===== config.mk =====
export PLATFORM = sky130hd
export DESIGN_NAME = uart_status_flag_logic
export DESIGN_NICKNAME = d
export VERILOG_FILES = /design/src/uart_status_pkg.sv /design/src/uart_status_flag_logic.sv
export VERILOG_INCLUDE_DIRS = /design/src
export SDC_FILE = /design/constraint.sdc
export NUM_CORES = 1
export LEC_CHECK = 0
export ABC_AREA = 1
export ABC_CLOCK_PERIOD_IN_PS = 1800
export BUFFER_PORTS_ARGS = -buffer_cell sky130_fd_sc_hd__buf_2
export CAP_MARGIN = 20
export CORE_ASPECT_RATIO = 0.6
export CORE_MARGIN = 1
export CORE_UTILIZATION = 51
export CTS_CLUSTER_DIAMETER = 40
export CTS_CLUSTER_SIZE = 8
export DETAILED_ROUTE_END_ITERATION = 8
export PLACE_DENSITY = 0.8
export SETUP_SLACK_MARGIN = 0.3
export SLEW_MARGIN = 0
export SYNTH_ARGS = -nofsm -noshare
export SYNTH_HDL_FRONTEND = slang
export SYNTH_SLANG_ARGS = --single-unit

===== constraint.sdc =====
create_clock -name clk_i -period 1.8 [get_ports clk_i]
set_input_delay 0.36 -clock clk_i [delete_from_list [all_inputs] [get_ports clk_i]]
set_output_delay 0.36 -clock clk_i [all_outputs]
set_load 0.1 [all_outputs]

===== src/uart_status_defines.svh =====
// offsets, field positions, reset values and counts of the serial status flag block
`ifndef UART_STATUS_DEFINES_SVH
`define UART_STATUS_DEFINES_SVH

`define OFS_STATUS        8'h00
`define OFS_DATA          8'h04
`define OFS_CTRL          8'h08

`define FLAG_TX_EMPTY     7
`define FLAG_TX_DONE      6
`define FLAG_RX_FULL      5
`define FLAG_IDLE         4
`define FLAG_OVERRUN      3
`define FLAG_NOISE        2
`define FLAG_FRAMING      1
`define FLAG_PARITY       0

`define STATUS_RESET      8'hc0
`define CTRL_RESET        6'h00
`define CTRL_SEND_BREAK   5
`define CTRL_TX_ON        4

`define CHAR_BITS_SHORT   4'ha
`define CHAR_BITS_LONG    4'hb

`endif


===== src/uart_status_pkg.sv =====
// types shared by the serial status flag block
package uart_status_pkg;

   typedef struct packed {
      logic send_break_ctl;
      logic tx_on;
      logic char_len_select;
      logic idle_count_after_stop;
      logic parity_odd;
      logic parity_enable;
   } ctrl_t;

   typedef struct packed {
      logic       valid;
      logic       is_start;
      logic       is_stop;
      logic [6:0] samples;
   } rx_sample_t;

endpackage : uart_status_pkg


===== src/uart_status_flag_logic.sv =====
// status flag logic of the serial transmitter/receiver with its wishbone register slave
//
// Behaviour
// - empty-buffer flag set at reset and shifter load
// - empty-buffer flag cleared by seen-read, data write
// - complete flag set at reset and on entry to transmitter idle
// - complete flag cleared: data write, tx_on rise, break
// - full flag set when character enters data register
// - full flag cleared by seen-read, data read
// - idle set after 10 or 11 high bit times
// - idle count may start after start bit
// - idle count may start after stop bit
// - idle cleared by sequence, rearmed by new character
// - overrun set, new character and errors dropped
// - overrun cleared by seen-read, data read
// - seven/three sample voting sets noise with full
// - noise cleared by any status read, data read
// - framing error when stop bit samples low
// - framing error cleared by seen-read, data read
// - parity error when enabled parity mismatches
// - parity error cleared by status read, data read
// - status register read-only, writes ignored
`timescale 1ns/100ps
`include "uart_status_defines.svh"

module uart_status_flag_logic
   import uart_status_pkg::*;
(
   input  wire logic        clk_i,
   input  wire logic        rstn_i,
   input  wire logic        wb_cyc_i,
   input  wire logic        wb_stb_i,
   input  wire logic        wb_we_i,
   input  wire logic [7:0]  wb_adr_i,
   input  wire logic [3:0]  wb_sel_i,
   input  wire logic [31:0] wb_dat_i,
   output logic      [31:0] wb_dat_o,
   output logic             wb_ack_o,
   input  wire logic        rxd_i,
   input  wire logic        bit_tick_i,
   input  wire rx_sample_t  rx_sample_i,
   input  wire logic        tx_load_i,
   input  wire logic        tx_busy_i,
   output ctrl_t            ctrl_o,
   output logic      [8:0]  tx_data_o,
   output logic             tx_buf_full_o
);

   // majority of three samples, or of seven in the start bit
   function automatic logic bit_value(input logic [6:0] s, input logic start);
      logic [2:0] ones;
      ones = 3'h0;
      if (start) begin
         for (int i = 0; i < 7; i++) begin
            ones = ones + {2'h0, s[i]};
         end
         bit_value = (ones > 3'h3);
      end else begin
         bit_value = (s[0] & s[1]) | (s[0] & s[2]) | (s[1] & s[2]);
      end
   endfunction : bit_value

   // any sample differing from the rest of its bit
   function automatic logic bit_noisy(input logic [6:0] s, input logic start);
      if (start) begin
         bit_noisy = (s != 7'h00) && (s != 7'h7f);
      end else begin
         bit_noisy = (s[2:0] != 3'h0) && (s[2:0] != 3'h7);
      end
   endfunction : bit_noisy

   logic [7:0] flags;
   logic [7:0] seen;
   ctrl_t      ctrl;
   logic [8:0] rx_buf;
   logic [8:0] rx_shift;
   logic       rx_par_acc;
   logic       rx_noise_acc;
   logic       idle_q;
   logic [3:0] idle_cnt;
   logic       idle_armed;
   logic       idle_allowed;

   logic       access;
   logic       stat_rd;
   logic       data_rd;
   logic       data_wr;
   logic       ctrl_wr;
   logic       ton_rise;
   logic       brk_wr;
   logic       smp_bit;
   logic       smp_noisy;
   logic       char_done;
   logic       char_noise;
   logic       char_frame;
   logic       char_parity;
   logic [8:0] char_data;
   logic       clr_full;
   logic       rx_accept;
   logic       overrun_evt;
   logic       tx_idle;
   logic       idle_evt;
   logic [3:0] char_time;

   // bus decode: a request is taken in the cycle before ack rises
   assign access  = wb_cyc_i & wb_stb_i & ~wb_ack_o;
   assign stat_rd = access & ~wb_we_i & (wb_adr_i == `OFS_STATUS);
   assign data_rd = access & ~wb_we_i & (wb_adr_i == `OFS_DATA);
   assign data_wr = access & wb_we_i & (wb_adr_i == `OFS_DATA) & wb_sel_i[0];
   assign ctrl_wr = access & wb_we_i & (wb_adr_i == `OFS_CTRL) & wb_sel_i[0];
   assign ton_rise = ctrl_wr & wb_dat_i[`CTRL_TX_ON] & ~ctrl.tx_on;
   assign brk_wr   = ctrl_wr & wb_dat_i[`CTRL_SEND_BREAK];

   assign ctrl_o        = ctrl;
   assign tx_buf_full_o = ~flags[`FLAG_TX_EMPTY];

   always_ff @(posedge clk_i or negedge rstn_i) begin
      if (!rstn_i) begin
         wb_ack_o <= 1'b0;
      end else begin
         wb_ack_o <= access;
      end
   end

   // status is not a write target; unmapped reads give zero
   always_ff @(posedge clk_i or negedge rstn_i) begin
      if (!rstn_i) begin
         wb_dat_o <= 32'h0000_0000;
      end else if (access && !wb_we_i) begin
         unique case (wb_adr_i)
            `OFS_STATUS: wb_dat_o <= {24'h00_0000, flags};
            `OFS_DATA:   wb_dat_o <= {23'h00_0000, rx_buf};
            `OFS_CTRL:   wb_dat_o <= {26'h000_0000, ctrl};
            default:     wb_dat_o <= 32'h0000_0000;
         endcase
      end
   end

   always_ff @(posedge clk_i or negedge rstn_i) begin
      if (!rstn_i) begin
         ctrl <= ctrl_t'(`CTRL_RESET);
      end else if (ctrl_wr) begin
         ctrl <= ctrl_t'(wb_dat_i[5:0]);
      end
   end

   // ninth bit keeps its old value unless its byte lane is written
   always_ff @(posedge clk_i or negedge rstn_i) begin
      if (!rstn_i) begin
         tx_data_o <= 9'h000;
      end else if (data_wr) begin
         tx_data_o <= {wb_sel_i[1] ? wb_dat_i[8] : tx_data_o[8], wb_dat_i[7:0]};
      end
   end

   // first half of each clearing sequence: remember what the status read showed; noise and parity are marked seen on any status read
   always_ff @(posedge clk_i or negedge rstn_i) begin
      if (!rstn_i) begin
         seen <= 8'h00;
      end else if (stat_rd) begin
         seen <= flags;
         seen[`FLAG_NOISE]  <= 1'b1;
         seen[`FLAG_PARITY] <= 1'b1;
      end else if (data_rd) begin
         seen[5:0] <= 6'h00;
      end else if (data_wr || ton_rise || brk_wr) begin
         seen[7:6] <= 2'h0;
      end
   end

   // receive frame assembly from the voted samples
   assign smp_bit   = bit_value(rx_sample_i.samples, rx_sample_i.is_start);
   assign smp_noisy = bit_noisy(rx_sample_i.samples, rx_sample_i.is_start);
   assign char_done   = rx_sample_i.valid & rx_sample_i.is_stop;
   assign char_noise  = rx_noise_acc | smp_noisy;
   assign char_frame  = ~smp_bit;
   assign char_parity = ctrl.parity_enable & (rx_par_acc != ctrl.parity_odd);
   assign char_data   = ctrl.char_len_select ? rx_shift : {1'b0, rx_shift[8:1]};

   always_ff @(posedge clk_i or negedge rstn_i) begin
      if (!rstn_i) begin
         rx_shift     <= 9'h000;
         rx_par_acc   <= 1'b0;
         rx_noise_acc <= 1'b0;
      end else if (rx_sample_i.valid && rx_sample_i.is_start) begin
         rx_shift     <= 9'h000;
         rx_par_acc   <= 1'b0;
         rx_noise_acc <= smp_noisy;
      end else if (rx_sample_i.valid && !rx_sample_i.is_stop) begin
         rx_shift     <= {smp_bit, rx_shift[8:1]};
         rx_par_acc   <= rx_par_acc ^ smp_bit;
         rx_noise_acc <= rx_noise_acc | smp_noisy;
      end
   end

   // a data read in the same cycle frees the register if the status read before it showed full, so no overrun then
   assign clr_full    = data_rd & seen[`FLAG_RX_FULL];
   assign rx_accept   = char_done & (~flags[`FLAG_RX_FULL] | clr_full);
   assign overrun_evt = char_done & flags[`FLAG_RX_FULL] & ~clr_full;

   always_ff @(posedge clk_i or negedge rstn_i) begin
      if (!rstn_i) begin
         rx_buf <= 9'h000;
      end else if (rx_accept) begin
         rx_buf <= char_data;
      end
   end

   always_ff @(posedge clk_i or negedge rstn_i) begin
      if (!rstn_i) begin
         flags[`FLAG_RX_FULL] <= 1'b0;
      end else if (rx_accept) begin
         flags[`FLAG_RX_FULL] <= 1'b1;
      end else if (clr_full) begin
         flags[`FLAG_RX_FULL] <= 1'b0;
      end
   end

   always_ff @(posedge clk_i or negedge rstn_i) begin
      if (!rstn_i) begin
         flags[`FLAG_OVERRUN] <= 1'b0;
      end else if (overrun_evt) begin
         flags[`FLAG_OVERRUN] <= 1'b1;
      end else if (data_rd && seen[`FLAG_OVERRUN]) begin
         flags[`FLAG_OVERRUN] <= 1'b0;
      end
   end

   // error flags follow the character that sets the full flag; set beats clear
   always_ff @(posedge clk_i or negedge rstn_i) begin
      if (!rstn_i) begin
         flags[`FLAG_NOISE] <= 1'b0;
      end else if (rx_accept && char_noise) begin
         flags[`FLAG_NOISE] <= 1'b1;
      end else if (data_rd && seen[`FLAG_NOISE]) begin
         flags[`FLAG_NOISE] <= 1'b0;
      end
   end

   always_ff @(posedge clk_i or negedge rstn_i) begin
      if (!rstn_i) begin
         flags[`FLAG_FRAMING] <= 1'b0;
      end else if (rx_accept && char_frame) begin
         flags[`FLAG_FRAMING] <= 1'b1;
      end else if (data_rd && seen[`FLAG_FRAMING]) begin
         flags[`FLAG_FRAMING] <= 1'b0;
      end
   end

   always_ff @(posedge clk_i or negedge rstn_i) begin
      if (!rstn_i) begin
         flags[`FLAG_PARITY] <= 1'b0;
      end else if (rx_accept && char_parity) begin
         flags[`FLAG_PARITY] <= 1'b1;
      end else if (data_rd && seen[`FLAG_PARITY]) begin
         flags[`FLAG_PARITY] <= 1'b0;
      end
   end

   // idle detection: counts bit ticks while the line is high
   assign char_time = ctrl.char_len_select ? `CHAR_BITS_LONG : `CHAR_BITS_SHORT;
   assign idle_evt  = idle_armed & rxd_i & bit_tick_i
                      & (idle_cnt == char_time - 4'h1);

   always_ff @(posedge clk_i or negedge rstn_i) begin
      if (!rstn_i) begin
         idle_cnt   <= 4'h0;
         idle_armed <= 1'b0;
      end else if (rx_sample_i.valid && rx_sample_i.is_start) begin
         idle_cnt   <= 4'h0;
         idle_armed <= ~ctrl.idle_count_after_stop;
      end else if (rx_sample_i.valid && rx_sample_i.is_stop
                   && ctrl.idle_count_after_stop) begin
         idle_cnt   <= 4'h0;
         idle_armed <= 1'b1;
      end else if (!rxd_i) begin
         idle_cnt <= 4'h0;
      end else if (idle_evt) begin
         idle_cnt   <= 4'h0;
         idle_armed <= 1'b0;
      end else if (idle_armed && bit_tick_i) begin
         idle_cnt <= idle_cnt + 4'h1;
      end
   end

   // only one idle report per received character, however long the line rests
   always_ff @(posedge clk_i or negedge rstn_i) begin
      if (!rstn_i) begin
         idle_allowed <= 1'b0;
      end else if (rx_accept) begin
         idle_allowed <= 1'b1;
      end else if (idle_evt) begin
         idle_allowed <= 1'b0;
      end
   end

   always_ff @(posedge clk_i or negedge rstn_i) begin
      if (!rstn_i) begin
         flags[`FLAG_IDLE] <= 1'b0;
      end else if (idle_evt && idle_allowed) begin
         flags[`FLAG_IDLE] <= 1'b1;
      end else if (data_rd && seen[`FLAG_IDLE]) begin
         flags[`FLAG_IDLE] <= 1'b0;
      end
   end

   // transmit side
   always_ff @(posedge clk_i or negedge rstn_i) begin
      if (!rstn_i) begin
         flags[`FLAG_TX_EMPTY] <= 1'b1;
      end else if (tx_load_i) begin
         flags[`FLAG_TX_EMPTY] <= 1'b1;
      end else if (data_wr && seen[`FLAG_TX_EMPTY]) begin
         flags[`FLAG_TX_EMPTY] <= 1'b0;
      end
   end

   // completion is raised on the edge into idle so that a clearing action is not
   // overridden by a still-idle transmitter before it picks up the new work
   assign tx_idle = flags[`FLAG_TX_EMPTY] & ~tx_busy_i;

   always_ff @(posedge clk_i or negedge rstn_i) begin
      if (!rstn_i) begin
         idle_q <= 1'b1;
      end else begin
         idle_q <= tx_idle;
      end
   end

   always_ff @(posedge clk_i or negedge rstn_i) begin
      if (!rstn_i) begin
         flags[`FLAG_TX_DONE] <= 1'b1;
      end else if (tx_idle && !idle_q) begin
         flags[`FLAG_TX_DONE] <= 1'b1;
      end else if (seen[`FLAG_TX_DONE] && (data_wr || ton_rise || brk_wr)) begin
         flags[`FLAG_TX_DONE] <= 1'b0;
      end
   end

endmodule : uart_status_flag_logic


==> metrics.txt, run 1 <==
status complete, but fails checks; failing checks setup timing; fin nets 558; sw frac 31.6%; syn_area_per_cell 8.38 sq um; DRT Wirelength 8680 microns; simple-gate area share of the yosys netlist 24.8%; Post-Synthesis Cells 408; DIE AREA 7040 sq um; number of I/O pins 112; initial drt markers 274; first-pass GRT wire length 12900 microns; Diodes inserted 0; RSZ-0062 raised after global routing true; synthesized area 3420 sq um; Seq/Total Area, Yosys 49.2%; largest family of logic cells by synthesized area simple AND/OR/NAND/NOR gates; Synth Area in Adders 3.00%; initial antenna violation count 0; die width 108 microns; Worst-Skew Late Latency 0.35 ns; hold-fix buffers at CTS 0; CTS Sinks 67; maximum number of pins on one net before global-route repair 68; crit path max fanout 2; row count 22; Initial Util 54.4%; DRC errors left 0; fin crit share 120%; XOR/XNOR share of the synthesized area 1.03%; vias per std cell 5.28; PortBufs 63; Clock Path Buffers 2; vias in the first global route 2732; Worst R2R Start wb_ack_o; commonest non-fill, non-tap cell in the layout nand2_1; Post-Place Cells 555; final worst setup slack -0.359 ns; Required @ worst endpoint 2.04 ns; H-tree Lvls 3; post-route ant nets 0; Reg clk slew, reported paths 0.08 ns; area leader, netlist dfrtp_1; clock group share of total power 37.0%; Yosys reg bits 67; Vias 3046; Leak 2.34 nW; All-Layer GR Usage 24.4%; Peak VDD IR 0.395 mV; share of cells above drive strength 1 29.2%; EDFF count, synth 0; most frequent cells in the layout nand2_1, dfrtp_1, inv_1; dpl ws -0.743 ns; DPL Wire Length 5640 microns; non-filler cells, final 577; CTS buffer count 9; Worst setup EP type flip-flop; Psw 1.10 mW; overflow left after global routing 0; Routed WL per cell 15.0 microns; multiplexer share of the synthesized area 0.989%; synth top area cells dfrtp_1, nand2_1, inv_1; Comb power frac 16.6%; Setup crit start rx_sample_i[0]; Startpoint Class input pin; Power Density 807 nW/um^2; area grow syn2layout 25.9%; Max Slew Vio Count 0; CTS tree done; Layout Skew 0.00672 ns; Multi-input gate area 1520 sq um; internal power 2.38 mW; Synthesis Warnings 0; Synth Area in Compound Gates 8.39%; synth unique cells 33; Sequential Area 1690 sq um; final setup vio count 3; max frequency 463 MHz; crit path kind in2reg; max-cap viol count 0; top_reg_cell synth dfrtp_1; Die H 65.4 microns; asr flop ratio synth 100%; CP arrival 2.40 ns; routability cong. 0.816; Worst Hold Class in2async; Yosys top cell area share 46.9%; Root Driver clkbuf_8; fill count 473; Final min period 2.16 ns; drt first pass iters 5; Flop pwr share 46.4%; Hold Fails Final Rpt 0; worst reg2reg setup slack 0.25 ns; placeable core region 6280 sq um
## worst max-delay path, stage by stage
cell	delay [ns]
buf_8	0.10
fa_1	0.52
inv_1	0.05
fa_1	0.50
inv_1	0.05
ha_1	0.27
nand2_1	0.08
inv_1	0.05
o21ai_2	0.11
nand2_2	0.08
nand3_2	0.07
nand2_1	0.06
nand2_1	0.05
nor2_1	0.04
## flip-flops by register name, indices dropped and copies added, names as in the netlist
register	count
ctrl_o	6
flags	8
idle_allowed	1
idle_armed	1
idle_cnt	4
idle_q	1
rx_buf	9
rx_noise_acc	1
rx_par_acc	1
rx_shift	9
seen	7
tx_data_o	9
wb_ack_o	1
wb_dat_o	9
## per-layer routing
metal | wire (microns) | vias to the layer above | GRT usage [%]
li1 | - | 1401 | -
met5 | 0 | - | 0
met4 | 278 | 0 | 8.90
met2 | 3860 | 170 | 36.1
met1 | 3760 | 1438 | 34.2
met3 | 770 | 37 | 6.85
## synth_stat cells, types with 2 or more instances
master,count
nand2_1,133
nand2_2,3
o21ai_1,10
dfrtp_1,64
mux2_2,3
fa_1,2
o22ai_1,13
inv_1,50
xor2_1,4
nand3b_1,2
dfstp_2,3
nand4_1,7
nand2_4,2
o21ai_0,19
nor2_2,5
ha_1,5
buf_2,4
clkbuf_1,2
buf_4,24
nand3_1,25
buf_6,3
nor2_1,14
## power by group through the flow
stage / logic [mW] / clock network, mW / registers (mW)
5_1_grt: 0.612 / 1.38 / 1.62
4_1_cts: 0.543 / 1.30 / 1.60
3_5_place_dp: 0.535 / 0 / 1.63
6_report: 0.575 / 1.29 / 1.61
3_3_place_gp: 0.518 / 0 / 1.63
2_1_floorplan: 0.406 / 0 / 1.66
## logic make-up after synthesis
family,Yosys count
AND/OR/NAND/NOR,194
buffers and inverters,83
flip-flops,67
AO/OA/AOI/OAI,49
adder cells (fa/ha/maj),7
XOR/XNOR,4
multiplexers,3
other,1
## metrics by stage
step | utilization, % | power, mW | TNS (ns) | hold WS [ns] | cell area [sq um]
after floorplan | - | 2.06 | -1.26 | 0.0644 | 3540
after global placement | 60.6 | 2.15 | -1.75 | 0.404 | 3810
after detailed placement | 60.6 | 2.17 | -2.09 | 0.404 | 3810
after CTS | 65.8 | 3.44 | -0.894 | 0.0211 | 4130
after global routing | 68.5 | 3.61 | -1.16 | 0.0270 | 4300
final | 68.5 | 3.47 | -1.01 | 0.00754 | 4300
## area by class of cell
type	instances	share of cell area, %
Tap cell	84	2.44
Clock inverter	6	1.51
Clock buffer	10	3.20
Timing Repair Buffer	79	13.6
Multi-Input combinational cell	281	35.4
Inverter	50	4.54
Sequential cell	67	39.3
## final timing paths
| check | endpoint | depth (start not counted) |
|---|---|---|
| min | wb_dat_o[8] | 2 |
| min in group clk_i | idle_q | 2 |
| max reg2reg | rx_buf[7] | 9 |
| max in group asynchronous | flags[7] | 2 |
| min reg2reg | wb_dat_o[7] | 2 |
| max | rx_par_acc | 14 |
## timing repair
| action | in CTS | in global routing |
|---|---|---|
| cloned | 1 | 1 |
| gates resized for setup | 36 | 38 |
| setup endpoints to repair | 29 | 29 |
| pin swaps | 5 | 15 |
| buffers inserted | 2 | 2 |
Power figures use the tool's default switching activity.
==> inputs of run 2 (changes only) <==
Settings changed: CORE_UTILIZATION 51 to 52, CTS_BUF_LIST set to sky130_fd_sc_hd__clkbuf_4 sky130_fd_sc_hd__clkbuf_8, HOLD_SLACK_MARGIN set to 0.06, PLACE_DENSITY 0.8 to 0.82.
==> metrics.txt, run 2 (same netlist as run 1, synthesis figures left out) <==
Leak 2.36 nW (+1.0%); failing checks setup timing; final setup vio count 3 (unchanged); max incr delay on CP 0.53 ns (about the same); drt first pass iters 6 (+1); hold path depth 2; Max Slew Vio Count 0 (unchanged); Hold Fails Final Rpt 0 (unchanged); overflow left after global routing 0 (unchanged); final worst setup slack -0.467 ns (-0.108 ns); routability cong. 0.857 (+4.9%); worst path buffer plus inverter count 4 (unchanged); RSZ-0062 raised after global routing true; crit path max fanout 2 (unchanged); DIE AREA 6910 sq um (-1.9%); Initial Util 54.9% (+0.48 points); Peak VDD IR 0.456 mV (+15%); Root Driver clkbuf_8; max frequency 441 MHz (-4.8%); share of cells above drive strength 1 31.2% (+2.0 points); Layout Skew 0.0116 ns (+0.00491 ns); Clock Path Buffers 2 (unchanged); fin nets 559 (+0.18%); Fin Hold WS 0.121 ns (+0.114 ns); final core utilization 70.5% (+1.9 points); setup_tns -1.35 ns (-0.337 ns); CP arrival 2.51 ns (+0.11 ns); max-cap viol count 0 (unchanged); fill count 485 (+2.5%); Die H 64.8 microns (-0.94%); most frequent cells in the layout nand2_1, dfrtp_1, inv_1; commonest non-fill, non-tap cell in the layout nand2_1; Worst Hold Class in2reg; die width 107 microns (-0.95%); Hold Crit Endpoint idle_q; Finished Cell Area 4380 sq um (+1.9%); Top delay family on crit path adder cells; initial drt markers 385 (+41%); Power Density 831 nW/um^2 (+2.9%); placeable core region 6220 sq um (-0.88%); vias per std cell 5.45 (+3.2%); crit path kind in2reg; DRT Wirelength 9130 microns (+5.2%); worst reg2reg setup slack 0.22 ns (-0.03 ns); maximum number of pins on one net before global-route repair 55 (-19%); CTS Sinks 67 (unchanged); Startpoint Class input pin; Worst setup EP type flip-flop; status complete, but fails checks; RR Endpoint tx_data_o[6]; DP Area 3810 sq um (unchanged); Worst-Skew Late Latency 0.37 ns (+0.02 ns); Post-Place Cells 555 (unchanged); Diodes inserted 0 (unchanged); first-pass GRT wire length 12800 microns (-0.96%); post-route ant nets 0 (unchanged); Required @ worst endpoint 2.05 ns (about the same); DPL Wire Length 5750 microns (+1.9%); CP max stage cell fa_1; fin crit share 126% (+6.0 points); reg2reg path depth 6 (-3); Reg clk slew, reported paths 0.08 ns (about the same); Routed WL per cell 15.8 microns (+5.1%); Vias 3148 (+3.3%); Final min period 2.27 ns (+0.108 ns); Worst R2R Start wb_ack_o; area grow syn2layout 28.3%; All-Layer GR Usage 24.4% (+0.057 points); DRC errors left 0 (unchanged); cell breakdown of the critical path buf_8 > fa_1 > inv_1 > fa_1 > inv_1 > ha_1 > nand2_1 > inv_1 > o21ai_1 > nand2_1 > nand3_2 > nand2_2 > nand2_1 > nor2_1; vias in the first global route 2760 (+1.0%); initial antenna violation count 0 (unchanged); CTS tree done; PortBufs 63 (unchanged); row count 22 (unchanged); non-filler cells, final 578 (+0.17%); number of I/O pins 112 (unchanged); worst hold path startpoint tx_busy_i; CTS buffer count 9 (unchanged); H-tree Lvls 3 (unchanged)
-- run 2: stage by stage --
stage,setup WS [ns],power (mW)
2_1_floorplan,-0.457,2.06
3_3_place_gp,-0.613,2.15
3_5_place_dp,-0.717,2.17
4_1_cts,-0.316,3.59
5_1_grt,-0.584,3.76
6_report,-0.467,3.64
-- run 2: final cells by class --
cell class	instances	area, sq um	area share, %
Inverter	50	193	4.40
Multi-Input combinational cell	281	1580	36.1
Sequential cell	67	1690	38.6
Clock inverter	6	88.8	2.03
Clock buffer	10	138	3.14
Tap cell	84	105	2.40
Timing Repair Buffer	80	588	13.4
-- run 2: metal layers --
metal  vias to the layer above  global-route usage (%)  part of all wire [%]
li1                       1411                       -                     -
met1                      1505                    33.9                    43
met2                       183                    37.2                    45
met3                        49                    6.94                   8.5
met4                         0                    7.53                   3.4
met5                         -                       0                     0
-- run 2: how the worst max path moves through the flow --
stage                     slack (ns)  cells after the start           start         end
after floorplan                -0.46                     13  rx_sample_i[0]  rx_par_acc
after global placement         -0.61                     14  rx_sample_i[0]  rx_par_acc
after detailed placement       -0.72                     14  rx_sample_i[0]  rx_par_acc
after CTS                      -0.32                     14  rx_sample_i[0]  rx_par_acc
after global routing           -0.58                     14  rx_sample_i[0]  rx_par_acc
final                          -0.47                     14  rx_sample_i[0]  rx_par_acc
-- run 2: worst register-to-register path, stage by stage, from the launching register on --
cell	delay, ns
dfrtp_4	0.48
inv_2	0.07
nand3_4	0.09
buf_12	0.14
nor2_4	0.23
nand2_8	0.15
mux2_4	0.33
-- run 2: what timing repair did --
item	4_1_cts	5_1_grt
endpoints found under the hold margin	13	0
resized for setup	32	56
endpoints found under the setup margin	27	31
hold buffers	1	0
setup buffers	1	3
gates cloned	0	2
pin swaps	2	25
-- run 2: where the power goes --
group	total (mW)	leakage [nW]	internal (mW)	switching, mW
sequential	1.61	0.864	1.57	0.0457
clock	1.43	0.108	0.817	0.617
combinational	0.592	1.39	0.136	0.457
==> inputs of run 3 (changes only) <==
Settings changed: PLACE_DENSITY 0.82 to 0.78.
==> metrics.txt, run 3 (same netlist as run 1, synthesis figures left out) <==
status complete, but fails checks; failing checks setup timing; Layout Skew 0.00989 ns (-0.00173 ns); Clock Path Buffers 2 (unchanged); initial drt markers 253 (-34%); hold path depth 2 (unchanged); setup_tns -0.835 ns (+0.515 ns); CP arrival 2.35 ns (-0.16 ns); Worst R2R Start wb_ack_o; RR Endpoint rx_buf[8]; CTS buffer count 9 (unchanged); most frequent cells in the layout nand2_1, dfrtp_1, inv_1; Initial Util 54.9% (unchanged); overflow left after global routing 0 (unchanged); drt first pass iters 4 (-2); worst reg2reg setup slack 0.30 ns (+0.08 ns); H-tree Lvls 3 (unchanged); Routed WL per cell 13.8 microns (-12%); CTS Sinks 67 (unchanged); die width 107 microns (unchanged); Final min period 2.11 ns (-0.160 ns); Power Density 787 nW/um^2 (-5.2%); Hold Fails Final Rpt 0 (unchanged); worst hold path startpoint tx_busy_i; post-route ant nets 0 (unchanged); DRC errors left 0 (unchanged); routability cong. 0.837 (-2.3%); Die H 64.8 microns (unchanged); dpl ws -0.774 ns (-0.0574 ns); maximum number of pins on one net before global-route repair 68 (+24%); commonest non-fill, non-tap cell in the layout nand2_1; non-filler cells, final 578 (unchanged); first-pass GRT wire length 12900 microns (+0.75%); DRT Wirelength 8000 microns (-12%); Worst Hold Class in2reg; cell breakdown of the critical path buf_6 > fa_1 > inv_1 > fa_1 > inv_1 > ha_1 > nand2_1 > inv_2 > o21ai_2 > nand2_2 > nand3_2 > nand2_1 > nand2_1 > nor2_1; Startpoint Class input pin; DPL Wire Length 5580 microns (-3.0%); crit path max fanout 2 (unchanged); RSZ-0062 raised after global routing true; Worst setup EP type flip-flop; max-cap viol count 0 (unchanged); DIE AREA 6910 sq um (unchanged); Max Slew Vio Count 0 (unchanged); area grow syn2layout 25.4%; All-Layer GR Usage 24.9% (+0.46 points); initial antenna violation count 0 (unchanged); reg2reg path depth 9 (+3); Hold Crit Endpoint idle_q; PortBufs 63 (unchanged); fin crit share 117% (-8.9 points); Vias 2976 (-5.5%); Finished Cell Area 4280 sq um (-2.3%); Reg clk slew, reported paths 0.07 ns (about the same); vias in the first global route 2691 (-2.5%); placeable core region 6220 sq um (unchanged); final worst setup slack -0.307 ns (+0.160 ns); Root Driver clkbuf_8; Leak 2.32 nW (-1.6%); vias per std cell 5.15 (-5.5%); final setup vio count 3 (unchanged); Top delay family on crit path adder cells; fin nets 559 (unchanged); CP max stage cell fa_1; Worst path most repeated cell nand2_1; number of I/O pins 112 (unchanged); CTS tree done; share of cells above drive strength 1 30.0% (-1.2 points); Required @ worst endpoint 2.04 ns (about the same); Post-Place Cells 555 (unchanged); Worst-Skew Late Latency 0.36 ns (about the same); final core utilization 68.9% (-1.6 points); DP Area 3810 sq um (unchanged); max frequency 475 MHz (+7.6%); Diodes inserted 0 (unchanged); max incr delay on CP 0.53 ns (about the same); crit path kind in2reg; worst path buffer plus inverter count 4 (unchanged); Peak VDD IR 0.693 mV (+52%); row count 22 (unchanged)
run 3: stage by stage:
stage | hold slack [ns] | power [mW]
floorplan | 0.0644 | 2.06
global placement | 0.402 | 2.15
detailed placement | 0.406 | 2.17
CTS | 0.107 | 3.38
global route | 0.132 | 3.53
finish | 0.129 | 3.37
run 3: area by class of cell:
type	count	area [sq um]
multi-input cells	281	1530
fillers	503	1940
well taps	84	105
repair buffers	80	578
clock buffers	14	180
flip-flops and latches	67	1690
clock inverters	2	10.0
inverters	50	193
run 3: how the worst max path moves through the flow:
stage | slack (ns) | endpoint | from | depth (start not counted)
6_report | -0.31 | rx_par_acc | rx_sample_i[3] | 14
5_1_grt | -0.38 | rx_par_acc | rx_sample_i[3] | 14
4_1_cts | -0.33 | rx_par_acc | rx_sample_i[3] | 14
3_5_place_dp | -0.77 | rx_par_acc | rx_sample_i[0] | 14
3_3_place_gp | -0.62 | rx_par_acc | rx_sample_i[0] | 14
2_1_floorplan | -0.46 | rx_par_acc | rx_sample_i[0] | 13
run 3: timing repair:
| action | 4_1_cts | 5_1_grt |
|---|---|---|
| hold buffers | 1 | 0 |
| gates cloned | 1 | 1 |
| setup endpoints to repair | 28 | 33 |
| pin swaps | 5 | 9 |
| hold endpoints to repair | 64 | 0 |
| setup buffers | 2 | 2 |
| gates resized for setup | 35 | 42 |
run 3: routing by layer:
| metal | routed length (microns) | track usage (%) |
|---|---|---|
| met2 | 3440 | 34.9 |
| met1 | 3780 | 35.7 |
| met5 | 0 | 0 |
| met4 | 116 | 9.59 |
| met3 | 667 | 7.95 |
run 3: power breakdown:
part           leakage, nW  internal [mW]  switching, mW
clock                0.103          0.640          0.552
combinational         1.35          0.130          0.436
sequential           0.866           1.57         0.0446
total                 2.32           2.34           1.03
